## src/logic/pts_pkg.sv

```systemverilog
// package for the parallel to serial converter
// assumes one system clock; all link signals are sampled by it
package pts_pkg;
    localparam int unsigned DATA_W = 8;
    localparam int unsigned CNT_W = 3;
    localparam int unsigned FIFO_DEPTH = 32;
    localparam int unsigned SYNC_STAGES = 2;
    localparam logic [CNT_W-1:0] CNT_RST = 3'h0;
    localparam logic [CNT_W-1:0] CNT_STEP = 3'h1;
    localparam logic [CNT_W-1:0] CNT_LAST = 3'h7;
    localparam logic [DATA_W-1:0] DATA_RST = 8'h00;
    localparam real SYS_CLK_NS = 10.0;
    localparam real LINK_CLK_NS = 125.0;
endpackage

```

## src/logic/pts_fifo_if.sv

```systemverilog
// valid/ready carrier between the converter and its byte buffer
// assumes both ends run on the same system clock
`timescale 1ns/1ps
interface pts_fifo_if #(
    parameter int unsigned W = 8
);
    logic in_valid;
    logic in_ready;
    logic [W-1:0] in_data;
    logic out_valid;
    logic out_ready;
    logic [W-1:0] out_data;
    modport buffer (input in_valid, in_data, out_ready, output in_ready, out_valid, out_data);
    modport user (output in_valid, in_data, out_ready, input in_ready, out_valid, out_data);
endinterface

```

## src/logic/pts_converter.sv

```systemverilog
// parallel to serial converter: strobe latch, two stage sync, busy, bit counter, 8-to-1 selector
// assumes the transmit clock, strobe and parallel byte are asynchronous pins sampled by i_sys_clk
`timescale 1ns/1ps
//
// Contract
// - reset clears the state (strobe synchroniser set high) and busy, serial clock and data before any strobe is accepted
// - detected strobe raises busy and sends held byte, one bit per transmit clock
// - serial clock is inverted transmit clock ANDed with shift-active
// - 8-to-1 selector by bit count: count n sends input bit n
// - bit counter advances by one on transmit clock rising edge when permitted
// - three-bit counter marks when the last bit has been sent
// - strobe caught in a level latch, then one clocked sync register
// - latch sets on strobe low, holds, clears on strobe high with shift-active
// - shift-active captures busy AND count not seven on transmit rising edge
// - counter increments only while shift-active is high, else holds
// - serial data is low whenever shift-active is low
// - first sync register copies the latch on transmit rising edge
module pts_converter #(
    parameter int unsigned DATA_W = pts_pkg::DATA_W,
    parameter int unsigned DEPTH = pts_pkg::FIFO_DEPTH
) (
    input wire logic i_sys_clk,                // system clock, 100 MHz
    input wire logic i_nrst,                   // synchronous reset, active low
    input wire logic i_tx_clk,                 // transmit clock pin, asynchronous
    input wire logic i_write_strobe_n,         // write strobe pin, active low pulse
    input wire logic [DATA_W-1:0] i_parallel_in, // parallel byte pins
    output logic o_busy,                       // busy flag
    output logic o_serial_clk,                 // gated inverted transmit clock
    output logic o_serial_data_out,            // serial data bit
    output logic o_write_ready                 // buffer can take another byte
);
    localparam int unsigned CW = pts_pkg::CNT_W;

    typedef struct packed {
        logic [pts_pkg::SYNC_STAGES-1:0] clk_sync;
        logic [pts_pkg::SYNC_STAGES-1:0] strb_sync;
        logic [DATA_W-1:0] data_meta;
        logic [DATA_W-1:0] data_sync;
        logic clk_prev;
        logic strobe_latch;
        logic latch_prev;
        logic strobe_sync;
        logic gate;
        logic busy;
        logic [CW-1:0] count;
        logic sclk;
        logic ser_bit;
    } pts_state_s;

    // idle image of the state: the strobe pin idles high, everything else low
    localparam pts_state_s ST_RST = '{
        clk_sync: '0,
        strb_sync: '1,
        data_meta: pts_pkg::DATA_RST,
        data_sync: pts_pkg::DATA_RST,
        clk_prev: 1'b0,
        strobe_latch: 1'b0,
        latch_prev: 1'b0,
        strobe_sync: 1'b0,
        gate: 1'b0,
        busy: 1'b0,
        count: pts_pkg::CNT_RST,
        sclk: 1'b0,
        ser_bit: 1'b0
    };

    // ------------------------------------------------------------
    // internal signals
    // ------------------------------------------------------------
    pts_state_s st_ff;
    pts_state_s nxt_st;
    logic tx_clk;
    logic tx_rise;
    logic strobe_low;
    logic [DATA_W-1:0] head;
    logic tx_low;
    logic latch_set;
    logic latch_clr;
    logic count_last;
    logic count_step;
    logic [CW-1:0] count_next;
    logic gate_next;
    logic gate_now;
    logic byte_done;
    logic busy_start;
    logic busy_hold_sync;
    logic busy_hold_gate;
    logic busy_hold_clk;
    logic sel_bit;

    // ------------------------------------------------------------
    // byte buffer
    // ------------------------------------------------------------
    // bytes are captured at the strobe; depth only matters if the host strobes while busy
    pts_fifo_if #(.W(DATA_W)) fifo_bus ();

    pts_fifo #(
        .WIDTH(DATA_W),
        .DEPTH(DEPTH)
    ) u_fifo (
        .i_sys_clk(i_sys_clk),
        .i_nrst(i_nrst),
        .bus(fifo_bus)
    );

    // ------------------------------------------------------------
    // pin sampling and edge finding
    // ------------------------------------------------------------
    // the transmit clock is a pin here: its edges are found two samples late
    assign tx_clk = st_ff.clk_sync[1];
    assign tx_low = !tx_clk;
    assign tx_rise = tx_clk && !st_ff.clk_prev;
    assign strobe_low = !st_ff.strb_sync[1];

    // ------------------------------------------------------------
    // strobe latch terms
    // ------------------------------------------------------------
    // set wins over clear, so a strobe is never lost
    assign latch_set = strobe_low;
    assign latch_clr = !strobe_low && st_ff.gate;

    // ------------------------------------------------------------
    // bit counter and shift-active
    // ------------------------------------------------------------
    assign count_last = (st_ff.count == pts_pkg::CNT_LAST);
    assign gate_next = st_ff.busy && !count_last;
    assign gate_now = tx_rise ? gate_next : st_ff.gate;
    // steps only while shift-active; the wrap leaves count zero for the next byte
    assign count_step = tx_rise && st_ff.gate;
    assign count_next = count_step ? (st_ff.count + pts_pkg::CNT_STEP) : st_ff.count;

    // ------------------------------------------------------------
    // busy flag product terms
    // ------------------------------------------------------------
    // each hold term takes over before the previous one lets go, so busy never glitches low
    assign busy_start = st_ff.strobe_latch && st_ff.strobe_sync && tx_low;
    assign busy_hold_sync = st_ff.busy && st_ff.strobe_sync;
    assign busy_hold_gate = st_ff.busy && st_ff.gate;
    assign busy_hold_clk = st_ff.busy && tx_clk;

    // ------------------------------------------------------------
    // byte buffer hand-off
    // ------------------------------------------------------------
    // an empty buffer reads as zero so the selector never sends stale bits
    assign head = fifo_bus.out_valid ? fifo_bus.out_data : pts_pkg::DATA_RST;
    // one byte per strobe: pushed as the latch first sets
    assign fifo_bus.in_valid = st_ff.strobe_latch && !st_ff.latch_prev;
    assign fifo_bus.in_data = st_ff.data_sync;
    // head byte retires when shift-active drops at the end of the byte
    assign byte_done = tx_rise && st_ff.gate && !gate_now;
    assign fifo_bus.out_ready = byte_done;

    // ------------------------------------------------------------
    // 8-to-1 selector
    // ------------------------------------------------------------
    // decoded like a sum of products: input bit n is picked by count n
    always_comb begin
        sel_bit = 1'b0;
        for (int unsigned i = 0; i < DATA_W; i++) begin
            if (count_next == CW'(i)) begin
                sel_bit = head[i];
            end
        end
    end

    // ------------------------------------------------------------
    // next state
    // ------------------------------------------------------------
    always_comb begin
        nxt_st = st_ff;
        nxt_st.clk_sync = {st_ff.clk_sync[0], i_tx_clk};
        nxt_st.strb_sync = {st_ff.strb_sync[0], i_write_strobe_n};
        nxt_st.data_meta = i_parallel_in;
        nxt_st.data_sync = st_ff.data_meta;
        nxt_st.clk_prev = tx_clk;
        nxt_st.latch_prev = st_ff.strobe_latch;

        if (latch_set) begin
            nxt_st.strobe_latch = 1'b1;
        end else if (latch_clr) begin
            nxt_st.strobe_latch = 1'b0;
        end

        if (tx_rise) begin
            nxt_st.strobe_sync = st_ff.strobe_latch;
        end
        nxt_st.gate = gate_now;
        nxt_st.count = count_next;

        // set in the low phase, held until the clock falls after shift-active drops
        nxt_st.busy = busy_start
            || busy_hold_sync
            || busy_hold_gate
            || busy_hold_clk;

        nxt_st.sclk = !nxt_st.clk_prev && nxt_st.gate;
        // gating forces a low while idle; bits come from the buffered head byte, not the live pins
        nxt_st.ser_bit = nxt_st.gate && sel_bit;
    end

    // ------------------------------------------------------------
    // state register
    // ------------------------------------------------------------
    always_ff @(posedge i_sys_clk) begin
        if (!i_nrst) begin
            // synchronous reset: the pin synchronisers refill within two clocks of release
            st_ff <= ST_RST;
        end else begin
            st_ff <= nxt_st;
        end
    end

    // ------------------------------------------------------------
    // outputs
    // ------------------------------------------------------------
    assign o_busy = st_ff.busy;
    assign o_serial_clk = st_ff.sclk;
    assign o_serial_data_out = st_ff.ser_bit;
    assign o_write_ready = fifo_bus.in_ready;
endmodule

```

## src/logic/pts_fifo.sv

```systemverilog
// synchronous byte buffer with valid/ready on both sides
// assumes a single clock and synchronous active low reset
`timescale 1ns/1ps
module pts_fifo #(
    parameter int unsigned WIDTH = 8,
    parameter int unsigned DEPTH = 32
) (
    input wire logic i_sys_clk, // system clock
    input wire logic i_nrst,    // synchronous reset, active low
    pts_fifo_if.buffer bus      // push and pop sides
);
    localparam int unsigned AW = $clog2(DEPTH);

    typedef struct packed {
        logic [AW-1:0] wr_ptr;
        logic [AW-1:0] rd_ptr;
        logic [AW:0] level;
    } pts_fifo_s;

    pts_fifo_s st_ff;
    pts_fifo_s nxt_st;
    logic [WIDTH-1:0] mem_ff [DEPTH];
    logic push;
    logic pop;

    assign bus.in_ready = (st_ff.level != (AW+1)'(DEPTH));
    assign bus.out_valid = (st_ff.level != '0);
    assign bus.out_data = mem_ff[st_ff.rd_ptr];
    assign push = bus.in_valid && bus.in_ready;
    assign pop = bus.out_valid && bus.out_ready;

    always_comb begin
        nxt_st = st_ff;
        if (push) begin
            nxt_st.wr_ptr = (st_ff.wr_ptr == AW'(DEPTH-1)) ? '0 : st_ff.wr_ptr + 1'b1;
        end
        if (pop) begin
            nxt_st.rd_ptr = (st_ff.rd_ptr == AW'(DEPTH-1)) ? '0 : st_ff.rd_ptr + 1'b1;
        end
        nxt_st.level = st_ff.level + (AW+1)'(push) - (AW+1)'(pop);
    end

    always_ff @(posedge i_sys_clk) begin
        if (!i_nrst) begin
            st_ff <= '0;
        end else begin
            st_ff <= nxt_st;
        end
        if (push) begin
            mem_ff[st_ff.wr_ptr] <= bus.in_data;
        end
    end
endmodule

```

## config.mk

```make
export PLATFORM = sky130hd
export DESIGN_NAME = pts_converter
export DESIGN_NICKNAME = d
export VERILOG_FILES = /design/src/logic/pts_pkg.sv /design/src/logic/pts_fifo_if.sv /design/src/logic/pts_converter.sv /design/src/logic/pts_fifo.sv
export SDC_FILE = /design/constraint.sdc
export NUM_CORES = 1
export LEC_CHECK = 0
export BUFFER_PORTS_ARGS = -buffer_cell sky130_fd_sc_hd__buf_4
export CORE_MARGIN = 5
export CORE_UTILIZATION = 40
export DETAILED_ROUTE_END_ITERATION = 10
export HOLD_SLACK_MARGIN = 0.06
export SETUP_SLACK_MARGIN = 0.15
export SLEW_MARGIN = 30
export SYNTH_ARGS = -nofsm -noshare
export SYNTH_HDL_FRONTEND = slang
export SYNTH_SLANG_ARGS = --single-unit
```

## constraint.sdc

```tcl
create_clock -name i_sys_clk -period 7.4 [get_ports i_sys_clk]
set_input_delay 0 -clock i_sys_clk [delete_from_list [all_inputs] [get_ports i_sys_clk]]
set_output_delay 0 -clock i_sys_clk [all_outputs]
set_load 0.005 [all_outputs]
```

==> summary.md <==
| Metric | Value |
|---|---|
| Status | complete, no violations |
| Critical path type | reg -> reg |
| Synth Net Count | 722 |
| Die height | between 150 and 200 um |
| DPL Wire Length | about 17000 um |
| Crit path max fanout | 37 |
| Synth Register Bits | 308 |
| Vias in the first global route | around 6700 |
| Drt first pass iters | 6 |
| Postcts setup bufs | 0 |
| Yosys warnings | 0 |
| Layout cells sized above 1 | 0.195 |
| Sink Count | between 300 and 400 |
| RSZ-0062 raised after global routing | false |
| Ant. Diodes | 0 |
| Via count | approximately 6400 |
| Maximum clock insertion buffer count | 3 |
| Synth Area per Inst | between 15 and 20 um^2 |
| Die Footprint | between 30000 and 40000 um^2 |
| Sum Neg Setup Slack | 0 ns |
| Clock skew | around 0.018 ns |
| Max cap viols | 0 |
| Crit path arrival time | just under 4 ns |
| Finished layout cell area | between 10000 and 15000 um^2 |
| CTS resizes | 0 |
| R2R Setup Slk | between 3 and 4 ns |
| Num rows | 63 |
| Pins Over Slew Limit | 0 |
| Top Ports | 16 |
| Count leader, synth | edfxtp_1 |
| Min cycle time layout | ~3.5 ns |
| Post-synth EDFFs | between 200 and 300 |
| Synth area leader | edfxtp_1 |
| Post-Route Utilization | 0.468 |
| Mapped Area | between 10000 and 15000 um^2 |
| Critical Path Sink | o_serial_data_out$_SDFF_PN0_ |
| Reg-to-Reg End | o_serial_data_out$_SDFF_PN0_ |
| Post-synth top area share | 0.632 |
| Total track usage | 0.162 |
| Max-slew headroom | 0.344 |
| Worst EP required | slightly below 8 ns |
| PD cells | around 260 nW/um^2 |
| WL/cell | about 24 um |
| Core area | 29800 um^2 |
| Initial antenna violation count | 1 |
| Largest net degree at the start of global routing | 47 |
| Leakage power | around 4.5 nW |
| Placed cell areas | 12700 um^2 |
| WL final | roughly 27000 um |
| Crit start category | flip-flop |
| Initial Util | 0.408 |
| Number of hold violations in the final report | 0 |
| Synth unique cells | 57 |
| Hold buffers post-CTS | 21 |
| Area delta synth->final | 14.7% |
| Count of final setup violators | 0 |
| Iter 0 DRT Violations | 488 |
| Synth Flop Type | edfxtp_1 |
| DR vias/cell | between 5 and 6 |
| PortBufs | 15 |
| IR drop worst, VDD | ~130 uV |
| Antenna Nets Post-Route | 0 |
| Grt ovf | 0 |
| CTS tree | done |
| First-pass GRT wire length | 41000 um |
| Drt drc | 0 |
| Sequential area share after synthesis | 0.718 |
| Worst slew pin tran | about 1 ns |
| DIE WIDTH | 184 um |
| Max H-tree Level | 2 |
| Final Wtd Congestion | 0.900 |
| Worst hold-check path type | reg -> reg |
| Crit. End Element | flip-flop |
| Area contributors post-synth | edfxtp_1 63%, mux4_2 11%, dfxtp_1 8.6% |
| CTS Root Cell | clkbuf_16 |
| Final #Nets | 770 |
| Cells after synthesis | about 690 |
| Clk_lat worst skew | 0.51 ns |
| Ys async rst share | 0 |
| Commonest cells post-synth | 256 x edfxtp_1, 60 x mux4_2, 52 x dfxtp_1, 47 x nor2_1, 30 x and2_1 |
| Worst R2R Path Depth | 7 |
| Clock slew seen by the registers of the worst setup and hold paths | approximately 0.06 ns |
| Fmax | roughly 0.29 GHz |
| Num CTS Buffers | 34 |
| Final worst-path cycle share | 0.470 |
==> cells in the final DEF, fill, tap and decap left out, types with 3 or more instances in the layout <==
| master | instances |
|---|---|
| nand2_1 | 20 |
| nor2b_1 | 14 |
| a22oi_1 | 7 |
| clkbuf_16 | 35 |
| nor2_2 | 5 |
| mux4_2 | 60 |
| and3_1 | 4 |
| clkinv_1 | 6 |
| a21boi_0 | 8 |
| nor3b_1 | 4 |
| nand2b_1 | 3 |
| nor3_1 | 7 |
| inv_1 | 15 |
| nand3b_1 | 8 |
| clkinv_2 | 5 |
| and2_1 | 30 |
| dfxtp_1 | 44 |
| mux2i_1 | 26 |
| mux2_2 | 3 |
| edfxtp_1 | 256 |
| or4_1 | 3 |
| buf_4 | 21 |
| a31oi_1 | 3 |
| nor2_1 | 42 |
| nand3_1 | 4 |
| a21oi_1 | 12 |
| o21ai_0 | 16 |
| clkbuf_1 | 6 |
| dlygate4sd3_1 | 21 |
| ha_1 | 18 |
| dfxtp_2 | 7 |
| a221oi_1 | 6 |
==> metrics by stage <==
step	std cells	worst slack, ns	power [mW]	hold WS, ns
after floorplan	691	4.75	1.98	0.101
after global placement	1072	3.91	2.02	0.183
after detailed placement	1072	3.86	2.03	0.194
after CTS	1150	3.86	3.62	0.427
after global routing	1150	3.68	3.71	0.444
final	1150	3.92	3.59	0.427
==> registers in the layout (all words and copies together) (netlist names), named ones only <==
register,cells
fifo_bus.in_data,8
o_busy,1
o_serial_clk,1
u_fifo.st_ff,16
st_ff,8
nxt_st,12
u_fifo.mem_ff,256
o_serial_data_out,1
==> worst min path at each step <==
stage | from | to | slack (ns) | depth (start not counted)
after floorplan | i_write_strobe_n | nxt_st[28]$_SDFF_PN1_ | 0.10 | 1
after global placement | i_write_strobe_n | nxt_st[28]$_SDFF_PN1_ | 0.18 | 2
after detailed placement | i_write_strobe_n | nxt_st[28]$_SDFF_PN1_ | 0.19 | 2
after CTS | nxt_st[28]$_SDFF_PN1_ | st_ff[28]$_SDFF_PN1_ | 0.43 | 1
after global routing | nxt_st[18]$_SDFF_PN0_ | fifo_bus.in_data[7]$_SDFF_PN0_ | 0.44 | 1
final | nxt_st[28]$_SDFF_PN1_ | st_ff[28]$_SDFF_PN1_ | 0.43 | 1
==> critical path, cell delays in order, from the launching register on <==
cell	delay, ns
dfxtp_4	0.75
buf_4	0.71
mux4_2	0.60
a22oi_1	0.28
a21oi_1	0.12
o211a_1	0.28
o311a_1	0.33
a32o_1	0.26
==> area by class of cell <==
type	count	area (um^2)
clock buffer	44	931
inverter	18	67.6
multi-input combinational	335	3230
fill	2484	15900
sequential	308	8740
clock inverter	13	118
timing repair buffer	42	368
tap	390	488
==> kinds of logic after synthesis <==
family,count (synthesis),share of synthesized area
and+or+nand+nor,152,0.0660
AOI/OAI and AO/OA,71,0.0401
DFF,308,0.718
muxes,89,0.135
buffers and inverters,48,0.0177
xor gates and xnor gates,4,0.00288
adders and majority gates,19,0.0202
==> report_power, final <==
part / internal, mW / switching, mW / total (mW) / leakage [nW]
registers: 1.88 / 0.0181 / 1.90 / 2.78
clock network: 0.954 / 0.642 / 1.60 / 0.520
logic: 0.0412 / 0.0531 / 0.0943 / 1.22
==> routing by layer <==
layer | track usage | routed length (um) | vias to the layer above
li1 | - | - | 2808
met1 | 0.222 | 11400 | 3351
met2 | 0.262 | 13100 | 213
met3 | 0.0353 | 1900 | 58
met4 | 0.0488 | 741 | 0
met5 | 0 | 0 | -
(Power assumes the default switching activity.)
